===== src/typeb_cmd_map.svh =====
`ifndef TYPEB_CMD_MAP_SVH
`define TYPEB_CMD_MAP_SVH

// command and indicator codes
`define SLOT_LOW_NIBBLE 4'h5
`define CMD_HLTB        8'h50
`define CMD_ATTRIB      8'h1D
`define ATQB_INDICATOR  8'h50
`define HLTB_INDICATOR  8'h00
`define ATTRIB_PARAM3   8'h01
`define HLINF_GET_UID   8'h30
`define GET_UID_STATUS  8'h00

// protocol info bytes of the answer to request
`define PINFO_BYTE1     8'h77
`define PINFO_BYTE2     8'h11
`define PINFO_FWI       4'h6
`define PINFO_ADC       2'h0
`define PINFO_FO        2'h1

// field positions in the second attrib parameter
`define P2_UP_MSB       7
`define P2_UP_LSB       6
`define P2_DN_MSB       5
`define P2_DN_LSB       4

// frame lengths without crc
`define LEN_SLOT        4'h1
`define LEN_HLTB        4'h5
`define LEN_ATTRIB      4'h9
`define LEN_ATTRIB_HL   4'hA
`define LEN_ATQB        4'hC
`define LEN_ATTR_UID    4'hA
`define RX_KEEP         10

// turnaround before answering, 128 subcarrier periods
`define CLK_MHZ         20
`define TURNAROUND_NS   151000
`define TURNAROUND_CYC  ((`TURNAROUND_NS * `CLK_MHZ + 999) / 1000)

// reset values
`define CID_RESET       4'h0
`define RATE_RESET      2'h0

`endif


===== src/typeb_cmd_pkg.sv =====
package typeb_cmd_pkg;

  typedef enum logic [2:0] {
    ST_IDLE,
    ST_WAIT_SLOT,
    ST_READY,
    ST_HALT,
    ST_ACTIVE
  } tag_state_t;

  typedef enum logic [1:0] {
    RESP_ATQB,
    RESP_HALT,
    RESP_ATTRIB
  } resp_kind_t;

  // one answer byte towards the frame serialiser (crc appended there)
  typedef struct packed {
    logic       valid;
    logic       last;
    logic [7:0] data;
  } tx_byte_t;

  // data rate codes picked by attrib: 0 slowest ... 3 fastest
  typedef struct packed {
    logic [1:0] up;
    logic [1:0] down;
  } rate_sel_t;

endpackage


===== src/typeb_slot_halt_attrib_handler.sv =====
`timescale 1ns/10ps
`include "typeb_cmd_map.svh"

// Notes on behaviour
// - slot marker: one byte, low nibble 0101
// - slot number is code plus one
// - any slot order; answer on matching slot
// - ATQB: 50h, PUPI, app data, info
// - PUPI is low four UID bytes
// - app data from block 10h bytes
// - protocol info bytes 77h 11h 61h
// - up and down rates chosen independently
// - advertise 24 bytes, send at most 19
// - CID supported, NAD not supported
// - HLTB with matching PUPI halts tag
// - HLTB answer is indicator 00h
// - in HALT ignore all but WUPB
// - only matching ATTRIB enters ACTIVE
// - ATTRIB layout, third parameter 01h
// - ignore param 1; fixed turnaround, SOF/EOF
// - param 2 holds both rate fields
// - param 4 upper nibble zero, CID low
// - ATTRIB answer: indicator, optional data
// - rate codes 00..11 map 105.9..847.5
// - ATTRIB indicator upper zero, low CID
// - HLINF 30h appends 00h plus UID
module typeb_slot_halt_attrib_handler
  import typeb_cmd_pkg::*;
(
  input  wire logic                    clock_i,     // 20 MHz system clock
  input  wire logic                    reset_i,     // sync, active high
  input  wire logic                    link_clk_i,  // rx byte clock pin
  input  wire logic                    rx_frame_i,  // high during a frame
  input  wire logic [7:0]              rx_data_i,   // byte at link edge
  input  wire logic                    rx_crc_ok_i, // crc good at frame end
  input  wire logic [63:0]             uid_i,       // 64-bit identifier
  input  wire logic [31:0]             app_data_i,  // block 10h bytes 0..3
  input  wire logic                    go_ready_i,  // reqb/wupb: answer now
  input  wire logic                    go_wait_i,   // reqb/wupb: wait slot
  input  wire logic [4:0]              rand_i,      // chosen slot 1..16
  input  wire logic                    go_idle_i,   // afi mismatch
  input  wire logic                    deselect_i,  // deselect accepted
  input  wire logic                    tx_ready_i,  // serialiser takes byte
  output typeb_cmd_pkg::tx_byte_t      tx_o,        // answer byte stream
  output typeb_cmd_pkg::tag_state_t    state_o,     // tag state
  output logic [3:0]                   cid_o,       // assigned card id
  output typeb_cmd_pkg::rate_sel_t     rate_o       // rate codes
);
  import typeb_cmd_pkg::*;

  function automatic logic [7:0] uid_byte(input logic [63:0] u,
                                          input logic [3:0]  k);
    uid_byte = u[k[2:0]*8 +: 8];
  endfunction

  function automatic logic [7:0] resp_byte(input resp_kind_t  kind,
                                           input logic [3:0]  idx,
                                           input logic [63:0] u,
                                           input logic [31:0] app,
                                           input logic [3:0]  cid);
    logic [3:0] k;
    k = idx - 4'h1;
    resp_byte = 8'h00;
    case (kind)
      RESP_ATQB: begin
        if (idx == 4'h0) begin
          resp_byte = `ATQB_INDICATOR;
        end else if (idx <= 4'h4) begin
          resp_byte = uid_byte(u, k);
        end else if (idx <= 4'h8) begin
          resp_byte = app[(idx - 4'h5)*8 +: 8];
        end else if (idx == 4'h9) begin
          resp_byte = `PINFO_BYTE1;
        end else if (idx == 4'hA) begin
          resp_byte = `PINFO_BYTE2;
        end else begin
          resp_byte = {`PINFO_FWI, `PINFO_ADC,
                       `PINFO_FO};
        end
      end
      RESP_HALT: begin
        resp_byte = `HLTB_INDICATOR;
      end
      RESP_ATTRIB: begin
        if (idx == 4'h0) begin
          resp_byte = {4'h0, cid};
        end else if (idx == 4'h1) begin
          resp_byte = `GET_UID_STATUS;
        end else begin
          resp_byte = uid_byte(u, idx - 4'h2);
        end
      end
      default: begin
        resp_byte = 8'h00;
      end
    endcase
  endfunction

  ////////////////////////////////////////////////////////////////////////////
  // pin synchronisers and link edge detection

  logic [1:0] clk_sync_q;
  logic       clk_prev_q;
  logic [1:0] frame_sync_q;
  logic       frame_prev_q;
  logic [7:0] data_s1_q;
  logic [7:0] data_s2_q;
  logic [1:0] crc_sync_q;

  always_ff @(posedge clock_i) begin
    if (reset_i) begin
      clk_sync_q   <= 2'h0;
      clk_prev_q   <= 1'b0;
      frame_sync_q <= 2'h0;
      frame_prev_q <= 1'b0;
      data_s1_q    <= 8'h00;
      data_s2_q    <= 8'h00;
      crc_sync_q   <= 2'h0;
    end else begin
      clk_sync_q   <= {clk_sync_q[0], link_clk_i};
      clk_prev_q   <= clk_sync_q[1];
      frame_sync_q <= {frame_sync_q[0], rx_frame_i};
      frame_prev_q <= frame_sync_q[1];
      data_s1_q    <= rx_data_i;
      data_s2_q    <= data_s1_q;
      crc_sync_q   <= {crc_sync_q[0], rx_crc_ok_i};
    end
  end

  logic link_rise;
  logic frame_end;
  assign link_rise = clk_sync_q[1] & ~clk_prev_q & frame_sync_q[1];
  assign frame_end = frame_prev_q & ~frame_sync_q[1];

  ////////////////////////////////////////////////////////////////////////////
  // request capture; only the first bytes matter, longer frames count on

  logic [7:0] rx_buf_q [`RX_KEEP];
  logic [3:0] rx_len_q;
  logic       tx_busy_q;

  always_ff @(posedge clock_i) begin
    if (reset_i) begin
      rx_len_q <= 4'h0;
      for (int i = 0; i < `RX_KEEP; i++) begin
        rx_buf_q[i] <= 8'h00;
      end
    end else if (frame_end) begin
      rx_len_q <= 4'h0;
    end else if (link_rise && !tx_busy_q) begin
      if (rx_len_q < 4'hF) begin
        rx_len_q <= rx_len_q + 4'h1;
      end
      if (rx_len_q < 4'(`RX_KEEP)) begin
        rx_buf_q[rx_len_q] <= data_s2_q;
      end
    end
  end

  ////////////////////////////////////////////////////////////////////////////
  // command decode at frame end

  tag_state_t state_q;
  logic       good_frame;
  logic       pupi_match;
  logic [4:0] slot_num;
  logic       slot_hit;
  logic       halt_hit;
  logic       attr_hit;
  logic       attr_uid;

  assign good_frame = frame_end && crc_sync_q[1] && !tx_busy_q;
  assign pupi_match = {rx_buf_q[4], rx_buf_q[3], rx_buf_q[2],
                       rx_buf_q[1]} == uid_i[31:0];
  assign slot_num   = {1'b0, rx_buf_q[0][7:4]} + 5'h01;
  // code 0000 would be slot 1, never a marker slot
  assign slot_hit   = good_frame && state_q == ST_WAIT_SLOT
                      && rx_len_q == `LEN_SLOT
                      && rx_buf_q[0][3:0] == `SLOT_LOW_NIBBLE
                      && rx_buf_q[0][7:4] != 4'h0
                      && slot_num == rand_i;
  assign halt_hit   = good_frame && state_q == ST_READY
                      && rx_len_q == `LEN_HLTB
                      && rx_buf_q[0] == `CMD_HLTB && pupi_match;
  // param 1 (byte 5) is never looked at
  assign attr_hit   = good_frame && state_q == ST_READY
                      && rx_len_q >= `LEN_ATTRIB
                      && rx_buf_q[0] == `CMD_ATTRIB
                      && rx_buf_q[7] == `ATTRIB_PARAM3
                      && rx_buf_q[8][7:4] == 4'h0
                      && pupi_match;
  assign attr_uid   = rx_len_q == `LEN_ATTRIB_HL
                      && rx_buf_q[9] == `HLINF_GET_UID;

  // halt ignores our commands; wupb arrives through go_ready/go_wait
  always_ff @(posedge clock_i) begin
    if (reset_i) begin
      state_q <= ST_IDLE;
    end else if (go_idle_i && state_q != ST_ACTIVE) begin
      state_q <= ST_IDLE;
    end else if (go_ready_i && state_q != ST_ACTIVE) begin
      state_q <= ST_READY;
    end else if (go_wait_i && state_q != ST_ACTIVE) begin
      state_q <= ST_WAIT_SLOT;
    end else if (deselect_i && state_q == ST_ACTIVE) begin
      state_q <= ST_HALT;
    end else begin
      case (state_q)
        ST_WAIT_SLOT: if (slot_hit) state_q <= ST_READY;
        ST_READY: begin
          if (halt_hit) begin
            state_q <= ST_HALT;
          end else if (attr_hit) begin
            state_q <= ST_ACTIVE;
          end
        end
        ST_HALT:   state_q <= ST_HALT;
        ST_IDLE:   state_q <= ST_IDLE;
        ST_ACTIVE: state_q <= ST_ACTIVE;
        default:   state_q <= ST_IDLE;
      endcase
    end
  end

  always_ff @(posedge clock_i) begin
    if (reset_i) begin
      cid_o  <= `CID_RESET;
      rate_o <= '{up: `RATE_RESET, down: `RATE_RESET};
    end else if (attr_hit) begin
      cid_o       <= rx_buf_q[8][3:0];
      rate_o.up   <= rx_buf_q[6][`P2_UP_MSB:`P2_UP_LSB];
      rate_o.down <= rx_buf_q[6][`P2_DN_MSB:`P2_DN_LSB];
    end
  end

  always_ff @(posedge clock_i) begin
    if (reset_i) begin
      state_o <= ST_IDLE;
    end else begin
      state_o <= state_q;
    end
  end

  ////////////////////////////////////////////////////////////////////////////
  // answer sequencing; the wait keeps the reader's turnaround fixed

  localparam int          TA_CYC = `TURNAROUND_CYC;
  localparam logic [11:0] TA_END = 12'(TA_CYC - 1);

  resp_kind_t  kind_q;
  logic [3:0]  tx_len_q;
  logic [3:0]  tx_idx_q;
  logic [11:0] ta_cnt_q;
  logic        start_atqb;

  assign start_atqb = (go_ready_i && state_q != ST_ACTIVE) || slot_hit;

  always_ff @(posedge clock_i) begin
    if (reset_i) begin
      tx_busy_q <= 1'b0;
      kind_q    <= RESP_ATQB;
      tx_len_q  <= 4'h0;
      tx_idx_q  <= 4'h0;
      ta_cnt_q  <= 12'h000;
      tx_o      <= '0;
    end else if (!tx_busy_q) begin
      ta_cnt_q <= 12'h000;
      tx_idx_q <= 4'h0;
      if (start_atqb) begin
        tx_busy_q <= 1'b1;
        kind_q    <= RESP_ATQB;
        tx_len_q  <= `LEN_ATQB;
      end else if (halt_hit) begin
        tx_busy_q <= 1'b1;
        kind_q    <= RESP_HALT;
        tx_len_q  <= 4'h1;
      end else if (attr_hit) begin
        tx_busy_q <= 1'b1;
        kind_q    <= RESP_ATTRIB;
        tx_len_q  <= attr_uid ? `LEN_ATTR_UID : 4'h1;
      end
    end else if (ta_cnt_q != TA_END) begin
      ta_cnt_q <= ta_cnt_q + 12'h001;
    end else if (!tx_o.valid || tx_ready_i) begin
      if (tx_o.valid && tx_o.last) begin
        tx_o      <= '0;
        tx_busy_q <= 1'b0;
      end else begin
        tx_o.valid <= 1'b1;
        tx_o.last  <= tx_idx_q == tx_len_q - 4'h1;
        tx_o.data  <= resp_byte(kind_q, tx_idx_q, uid_i, app_data_i,
                                cid_o);
        tx_idx_q   <= tx_idx_q + 4'h1;
      end
    end
  end

endmodule


===== config.mk =====
export PLATFORM = sky130hd
export DESIGN_NAME = typeb_slot_halt_attrib_handler
export DESIGN_NICKNAME = d
export VERILOG_FILES = /design/src/typeb_cmd_pkg.sv /design/src/typeb_slot_halt_attrib_handler.sv
export VERILOG_INCLUDE_DIRS = /design/src /design/src/src
export SDC_FILE = /design/constraint.sdc
export NUM_CORES = 1
export LEC_CHECK = 0
export BUFFER_PORTS_ARGS = -buffer_cell sky130_fd_sc_hd__buf_2
export CORE_UTILIZATION = 50
export CTS_CLUSTER_SIZE = 28
export DETAILED_ROUTE_END_ITERATION = 16
export GPL_TIMING_DRIVEN = 0
export PLACE_DENSITY = 0.81
export SKIP_LAST_GASP = 1
export SYNTH_ARGS = -nofsm -noshare
export SYNTH_HDL_FRONTEND = slang
export SYNTH_SLANG_ARGS = --single-unit
export TNS_END_PERCENT = 10

===== constraint.sdc =====
create_clock -name clock_i -period 3.75 [get_ports clock_i]
set_clock_uncertainty 0.2 [all_clocks]
set_input_delay 0 -clock clock_i [delete_from_list [all_inputs] [get_ports clock_i]]
set_output_delay 0 -clock clock_i [all_outputs]
set_load 0.005 [all_outputs]

# == Yosys cells after proc, flatten, opt, wreduce, memory -nomap -nowiden ==
# Memory sizes are Yosys's and may differ from the RTL's. A register that Yosys moved wholly into a read port is not among the register bits.
# Cells that the tools add are included.
# word_totals
regBits,71
mem_bits_rw,80
elab_cells,158
n_memories,1
# op_classes
n_addsub,8
magnitude_cmp,5
eq_ne,27
shifts,3
muxes,40
bitwise,8
reduce_logical,45
# mem_list
name,words,width,rd,rd_ports_with_merged_regs,write_ports,line,rtl
rx_buf_q,10,8,9,1,10,typeb_slot_halt_attrib_handler.sv:138,logic [7:0] rx_buf_q [`RX_KEEP];
# op_table
op,count
64-bit by 7-bit variable part select with 8-bit output,2
8-bit 2-to-1 mux,6
32-bit by 33-bit variable part select with 8-bit output,1
32-bit == test,1
1-bit logical AND,23
4-bit 2-to-1 mux,5
8-bit case mux with 2 select lines,1
1-bit 2-to-1 mux,15
7-bit 2-to-1 mux,2
12-bit by 1-bit adder with 12-bit output (second input constant),1
4-bit == test (second input constant),3
2-bit 2-to-1 mux,6
12-bit != test (second input constant),1
3-bit case mux with 4 select lines,1
10-bit 2-to-1 mux,1
2-bit AND reduction,5
3-bit 2-to-1 mux,3
4-bit by 1-bit adder with 4-bit output (second input constant),2
4-bit by 1-bit == test with 1-bit output (second input constant),2
4-bit by 3-bit == test with 1-bit output (second input constant),2
8-bit by 1-bit == test with 1-bit output (second input constant),1
8-bit by 5-bit == test with 1-bit output (second input constant),1
8-bit by 6-bit == test with 1-bit output (second input constant),1
8-bit by 7-bit == test with 1-bit output (second input constant),1
other kinds (34),49

# == Longest topological paths before layout ==
# Gate-level depths: netlist (run 1).
# depth
word_depth,16
depth_mapped,12
ltp_nobuf,8

# == Least setup slack after synthesis (run 1) ==
# No wires, ideal clock.
# synth_timing
path_type,reg2reg
from,reg tx_idx_q[1]
to,reg tx_o[0] (netlist name)
setup_time_ns,0.117
arrival_ns,3.238
required_time_ns,3.433
setup_slack_ns,0.194
stages_incl_launch_ff,11
synth_period_minus_slack_ns,3.556
path_cell_list,dfxtp_1 -> clkbuf_1 -> clkbuf_1 -> inv_1 -> ha_1 -> xor2_1 -> mux4_2 -> mux2_2 -> o311ai_1 -> o22ai_1 -> a32o_1
# synth_via
elab_chain_cells,7
# synth_lines
item,line,rtl
"start, declared",typeb_slot_halt_attrib_handler.sv:252,logic [3:0] tx_idx_q;
"start signal, assigned",typeb_slot_halt_attrib_handler.sv:293,tx_idx_q <= tx_idx_q + 4'h1;
4-bit by 3-bit subtractor with 5-bit output or 4-bit == test (tied branches),"typeb_slot_halt_attrib_handler.sv:71, typeb_slot_halt_attrib_handler.sv:72",
32-bit by 33-bit variable part select with 8-bit output or 7-bit 2-to-1 mux (tied branches),"typeb_slot_halt_attrib_handler.sv:71, typeb_slot_halt_attrib_handler.sv:72",
8-bit 2-to-1 mux,typeb_slot_halt_attrib_handler.sv:70,end else if (idx <= 4'h8) begin
8-bit 2-to-1 mux,typeb_slot_halt_attrib_handler.sv:68,end else if (idx <= 4'h4) begin
8-bit 2-to-1 mux,typeb_slot_halt_attrib_handler.sv:66,if (idx == 4'h0) begin
8-bit case mux with 2 select lines *,typeb_slot_halt_attrib_handler.sv:64,case (kind)
10-bit 2-to-1 mux *,typeb_slot_halt_attrib_handler.sv:285,if (tx_o.valid && tx_o.last) begin
"end, declared",typeb_slot_halt_attrib_handler.sv:44,"output typeb_cmd_pkg::tx_byte_t tx_o,"
# Mark *: on every way between the ends. The rest lies on a longest branch, timed or not.
# A chain may end at the register's enable or synchronous reset.

# == Worst setup path after layout (run 1) ==
# Same ends and word-level chain as after synthesis.

==> results of run 1 <==
[layout by cell type, fill, tap and decap left out, types with 4 or more instances in the layout]
master,n
or2_2,5
and2_1,24
xnor2_1,41
buf_2,147
dfxtp_1,75
nand2_1,43
xor2_1,14
nor2_1,89
inv_6,4
a21oi_1,35
and3_1,5
nand2b_1,10
a31oi_1,6
a2bb2oi_1,4
clkbuf_1,24
dlygate4sd3_1,20
nor3_1,11
clkbuf_16,18
mux4_2,39
inv_1,25
nor4b_1,5
nor2b_1,33
ha_1,16
nand3_1,23
nand4_1,17
edfxtp_1,68
o2111ai_1,4
nor4_1,5
mux2i_1,22
o21ai_0,12
[cells by family after synthesis]
group / synth area share (%)
multiplexers: 14.4
XOR/XNOR: 6.36
flip-flops: 45.2
adder cells (fa/ha/maj): 2.55
AO/OA/AOI/OAI: 8.53
buffers and inverters: 3.19
AND/OR/NAND/NOR: 19.8
[area by class of cell]
cell class                      count  area, um^2
Buffer                             37         163
Clock buffer                       22         495
Clock inverter                     10        90.1
Fill cell                        1215        5640
Inverter                           25        93.8
Multi-Input combinational cell    527        4080
Sequential cell                   143        3540
Tap cell                          211         264
Timing Repair Buffer              158         891
[worst max-delay path: stages, from the launching register on]
cell,delay [ns]
dfxtp_1,0.40
clkbuf_2,0.30
buf_2,0.37
inv_1,0.16
ha_1,0.30
buf_2,0.26
clkbuf_4,0.32
mux4_2,0.32
mux2_2,0.29
o311ai_1,0.27
o22ai_1,0.16
a32o_1,0.21
[how the worst min path moves through the flow]
stage	endpoint	slack (ns)	from
after detailed placement	data_s1_q[6]$_SDFF_PP0_	0.02	rx_data_i[6]
after global placement	data_s1_q[4]$_SDFF_PP0_	0.007	rx_data_i[4]
final	tx_len_q[1]$_SDFFE_PP0P_	0.02	rand_i[0]
after CTS	tx_len_q[1]$_SDFFE_PP0P_	0.01	rand_i[0]
after global routing	tx_len_q[1]$_SDFFE_PP0P_	0.06	rand_i[0]
after floorplan	clk_sync_q[0]$_SDFF_PP0_	-0.07	link_clk_i
[sequential cells by signal, indices dropped and copies added (netlist names), 8 cells and up]
register   count
rx_buf_q      68
ta_cnt_q      12
tx_o          10
data_s1_q      8
data_s2_q      8
[power groups by stage]
stage	sequential (mW)	combinational, mW	clock, mW
after CTS	1.70	0.271	1.66
after floorplan	1.72	0.135	0
after global routing	1.71	0.294	1.74
after detailed placement	1.73	0.254	0
final	1.70	0.275	1.65
after global placement	1.73	0.246	0
[per-layer routing]
layer  part of all wire (%)  track usage [%]  vias up
met2                     49             45.7      347
met4                    3.0             12.5        0
li1                       -                -     3034
met3                    7.8             6.49       55
met5                      0                0        -
met1                     40             36.3     3222
[what timing repair did]
item / 4_1_cts / 5_1_grt
setup endpoints to repair: 9 / 9
resized for setup: 4 / 4
hold buffers: 20 / 0
pin swaps: 0 / 0
endpoints found under the hold margin: 17 / 0
==> qor.yml, run 1 <==
post_drt_wl_per_cell_um: 19.4
grt_max_degree: 17
gp_congestion: 0.950
r2r_cells: 11
hpwl_mm: 16.5
placed_area_um2: 8800
grt_pass1_wl_mm: 34.5
cp.required_ns: 3.86
nNetsFinal: 1044
start_util_pct: 51.4
finalCritPeriodShare_pct: 98.1
antenna_found_initial: 0
ys_ff_latch: 143
drt_wl_total_mm: 22.0
design_area_um2: 9620
numPlacedInstances: 1081
yosysTopAreaCell: "edfxtp_1"
core-area_um2: 15300
hold_class: "input port to flop"
p_sw_share_pct: 23.4
drv_cap: 0
io_pins: 140
setup_tns_ns: 0
p_int_mw: 2.77
diodes: 0
finalSetupViolations: 0
yosys-top-cells-area: "edfxtp_1 26%, dfxtp_1 19%, mux4_2 11%"
vias: 6658
dieHeight_um: 127
synth.lib_cells_used.distinct: 68
grt.total_usage_pct: 28.3
die_area_um2: 16200
syn_to_final_growth_pct: 22.6
ys_warn_count: 0
clkTransAtPathRegs_ns: 0.06
tightestPinTransition_ns: 1.02
drc: 0
p_leak_nw: 3.75
finalHoldViolCount: 0
first_global_vias: 6506
netlist.area_leader.share_pct: 26.0
arrival_ns: 3.79
syn_area_um2: 7850
cts_max_level: 4
clock_sinks: 143
startpoint_type: "flop"
rr_startpoint: "tx_idx_q[1]$_SDFFE_PP0P_"
r2r-end: "tx_o[0]$_SDFFE_PP0P_"
r2r_slack_ns: 0.07
ir_drop_v: 0.000362
syn_inst: 732
critical_path.endpoint: "tx_o[0]$_SDFFE_PP0P_"
utilization_pct: 63.0
max_slew_margin_pct: 30.8
fin_crit_ns: 3.68
drv_slew: 0
synth_area_per_cell_um2: 10.7
cts-buffers-inserted: 17
cts_buffer_depth: 2
rsz0062_at_grt: "true"
comb_power_share_pct: 7.6
post_cts_buffers: 0
power.switching_mw: 0.849
drt_iter0_markers: 676
die_x_um: 127
io_buffers: 138
yosysMostFrequentCell: "nor2_1"
via_per_inst: 5.88
cts_root_buf: "clkbuf_16"
synth_common_cells: "89 x nor2_1, 75 x dfxtp_1, 68 x edfxtp_1"
p_seq_share_pct: 47.0
gr-total-overflow: 0
synth-main-ff-cell: "dfxtp_1"
ant_nets: 0
finalNonFillerCells: 1133
whs_path_depth: 6
place_ws_ns: -0.721
crit_fanout: 10
total_power_mw: 3.62
cp-end-kind: "flop"
drive_above_1_share_pct: 26.0
worst_slack_ns: 0.0696
synth_edf_count: 68
status: "finished clean"
rows: 45
clk_latency_ns: 0.43
startpoint: "tx_idx_q[1]$_SDFFE_PP0P_"
power.density_nw_per_um2: 377
p_clk_share_pct: 45.5
fmaxAchievable_mhz: 272
finalHoldWorstSlack_ns: 0.0206
cts_tree: "built"
async_flop_share_pct: 0
drtPass1Iterations: 5
seq_area_frac_synth_pct: 45.2
synth_nets: 867
critPathKind: "flop to flop"
Power figures use the tool's default switching activity.
==> run 2: changes to the inputs <==
--- a/config.mk
+++ b/config.mk
@@ -6,6 +6,7 @@
 export SDC_FILE = /design/constraint.sdc
 export NUM_CORES = 1
 export LEC_CHECK = 0
+export ABC_AREA = 1
 export BUFFER_PORTS_ARGS = -buffer_cell sky130_fd_sc_hd__buf_2
 export CORE_UTILIZATION = 50
 export CTS_CLUSTER_SIZE = 28
==> run 2 against run 1 <==
  * Die area increased by 11%
  * Synthesized cell count rose by 71%
  * Combinational power increased by 15%
  * Sequential power hardly changed
  * Setup slack improved by 0.23 ns
  * Area after synthesis increased by 11%
  * Maximum frequency increased by 6.8%
  * First-iteration DRC count is 65% higher
==> qor.yml, run 2 <==
p_seq_share_pct: 47.2
netlist.area_leader.share_pct: 23.4
drc: 0
clock_sinks: 143
fmaxAchievable_mhz: 290
status: "finished clean"
startpoint: "tx_idx_q[0]$_SDFFE_PP0P_"
p_sw_share_pct: 23.6
numPlacedInstances: 1608
ir_drop_v: 0.000426
critical_path.endpoint: "tx_o[0]$_SDFFE_PP0P_"
ys_warn_count: 0
hold_class: "input port to flop"
synth.lib_cells_used.distinct: 46
finalCritPeriodShare_pct: 91.9
ys_ff_latch: 143
largestRegisters: "rx_buf_q: 68 flops, ta_cnt_q: 12 flops, tx_o: 10 flops"
fin_crit_ns: 3.45
p_leak_nw: 4.61
synth_nets: 1385
post_cts_buffers: 0
crit_fanout: 12
yosysTopAreaCell: "edfxtp_1"
synth_common_cells: "277 x nand2_1, 208 x nor2_1, 177 x inv_1"
syn_to_final_growth_pct: 20.1
cts_root_buf: "clkbuf_16"
startpoint_type: "flop"
diodes: 0
fill_cells: 1499
final_common_cell: "nand2_1"
syn_inst: 1250
finalSetupViolations: 0
drtPass1Iterations: 6
finalNonFillerCells: 1662
dieHeight_um: 134
rr_startpoint: "tx_idx_q[0]$_SDFFE_PP0P_"
p_clk_share_pct: 44.1
die_area_um2: 18000
io_pins: 140
synth_area_per_cell_um2: 6.99
drt_wl_total_mm: 26.8
vias: 9066
power.switching_mw: 0.851
die_x_um: 134
drive_above_1_share_pct: 14.7
rsz0062_at_grt: "false"
power.density_nw_per_um2: 344
drv_cap: 0
synth_edf_count: 68
r2r_cells: 14
rows: 47
grt_pass1_wl_mm: 41.5
setup_tns_ns: 0
cts_buffer_depth: 2
core-area_um2: 16800
post_drt_wl_per_cell_um: 16.1
seq_area_frac_synth_pct: 40.6
start_util_pct: 51.9
tightestPinTransition_ns: 1.05
cts_tree: "built"
comb_power_share_pct: 8.7
synth-main-ff-cell: "dfxtp_1"
cp.required_ns: 3.91
hpwl_mm: 20.0
arrival_ns: 3.61
antenna_found_initial: 0
cts-buffers-inserted: 17
top_register: "rx_buf_q"
yosys-top-cells-area: "edfxtp_1 23%, dfxtp_1 17%, nand2_1 12%"
ant_nets: 0
p_int_mw: 2.76
finalHoldViolCount: 0
max_slew_margin_pct: 29.1
yosysMostFrequentCell: "nand2_1"
critPathKind: "flop to flop"
grt.total_usage_pct: 30.2
r2r_slack_ns: 0.30
drt_iter0_markers: 1113
largest_reg_flops: 68
first_global_vias: 8341
nNetsFinal: 1565
finalHoldWorstSlack_ns: 0.00840
final_cell_mix: "277 x nand2_1, 208 x nor2_1, 177 x inv_1, 150 x buf_2, 90 x a21oi_1"
grt_max_degree: 17
via_per_inst: 5.45
total_power_mw: 3.61
drv_slew: 0
io_buffers: 138
gp_congestion: 1.01
clkTransAtPathRegs_ns: 0.06
gr-total-overflow: 0
async_flop_share_pct: 0
cts_max_level: 4
syn_area_um2: 8730
clk_latency_ns: 0.44
cp-end-kind: "flop"
r2r-end: "tx_o[0]$_SDFFE_PP0P_"
-- run 2: metrics by stage --
stage	area, um^2	setup slack, ns	util (%)
after detailed placement	9700	0.227	57.7
after global routing	10500	0.0751	62.4
after CTS	10500	0.198	62.3
after floorplan	8730	1.25	-
after global placement	9700	0.257	57.7
final	10500	0.303	62.4
-- run 2: logic make-up (layout without fill, tap and decap cells) --
kind of cell | count (synthesis) | count (layout) | synth area share, %
adders and majority gates | 16 | 16 | 2.29
DFF | 143 | 143 | 40.6
buffers and inverters | 218 | 410 | 9.58
and+or+nand+nor | 623 | 623 | 30.6
xor gates and xnor gates | 37 | 37 | 3.71
AOI/OAI and AO/OA | 213 | 213 | 13.3
-- run 2: worst min-delay path by stage --
stage                 start                       end  depth (start not counted)
2_1_floorplan    link_clk_i  clk_sync_q[0]$_SDFF_PP0_                          2
5_1_grt           uid_i[49]      tx_o[1]$_SDFFE_PP0P_                          7
3_5_place_dp   rx_data_i[7]   data_s1_q[7]$_SDFF_PP0_                          3
4_1_cts           uid_i[49]      tx_o[1]$_SDFFE_PP0P_                          7
3_3_place_gp   rx_data_i[3]   data_s1_q[3]$_SDFF_PP0_                          3
6_report          uid_i[49]      tx_o[1]$_SDFFE_PP0P_                          7
-- run 2: cell type report --
type	instances	area [um^2]	share of cell area [%]
multi-input combinational	889	4360	41.6
sequential	143	3540	33.8
timing repair buffer	161	921	8.78
inverter	183	689	6.57
clock buffer	22	469	4.47
tap	220	275	2.62
buffer	35	149	1.42
clock inverter	9	85.1	0.811
-- run 2: power by group through the flow --
stage / clock [mW] / sequential [mW] / combinational [mW]
6_report: 1.59 / 1.70 / 0.315
4_1_cts: 1.60 / 1.70 / 0.309
3_5_place_dp: 0 / 1.74 / 0.289
5_1_grt: 1.66 / 1.71 / 0.350
3_3_place_gp: 0 / 1.73 / 0.284
2_1_floorplan: 0 / 1.73 / 0.164
-- run 2: worst max-delay path, stage by stage, from the launching register on --
cell and delay [ns]:
dfxtp_1 0.34, inv_1 0.10, clkbuf_1 0.41, buf_2 0.39, ha_1 0.28, buf_2 0.19, inv_1 0.19, buf_2 0.28
o21ai_0 0.12, o22a_1 0.20, o21ai_0 0.19, nand3_1 0.15, nand2_1 0.10, nand2_1 0.06, a21oi_1 0.13
-- run 2: metal layers --
metal  global-route usage (%)  part of all wire (%)  up-vias
met5                        0                     0        -
met4                     15.9                   4.4        0
met3                     6.24                   9.5       92
met2                     51.6                    47      526
met1                     35.8                    39     4039
li1                         -                     -     4409
-- run 2: repair_timing --
| action | CTS | global route |
|---|---|---|
| hold endpoints to repair | 17 | 0 |
| setup endpoints to repair | 0 | 2 |
| resized for setup | 0 | 2 |
| hold buffers | 23 | 0 |
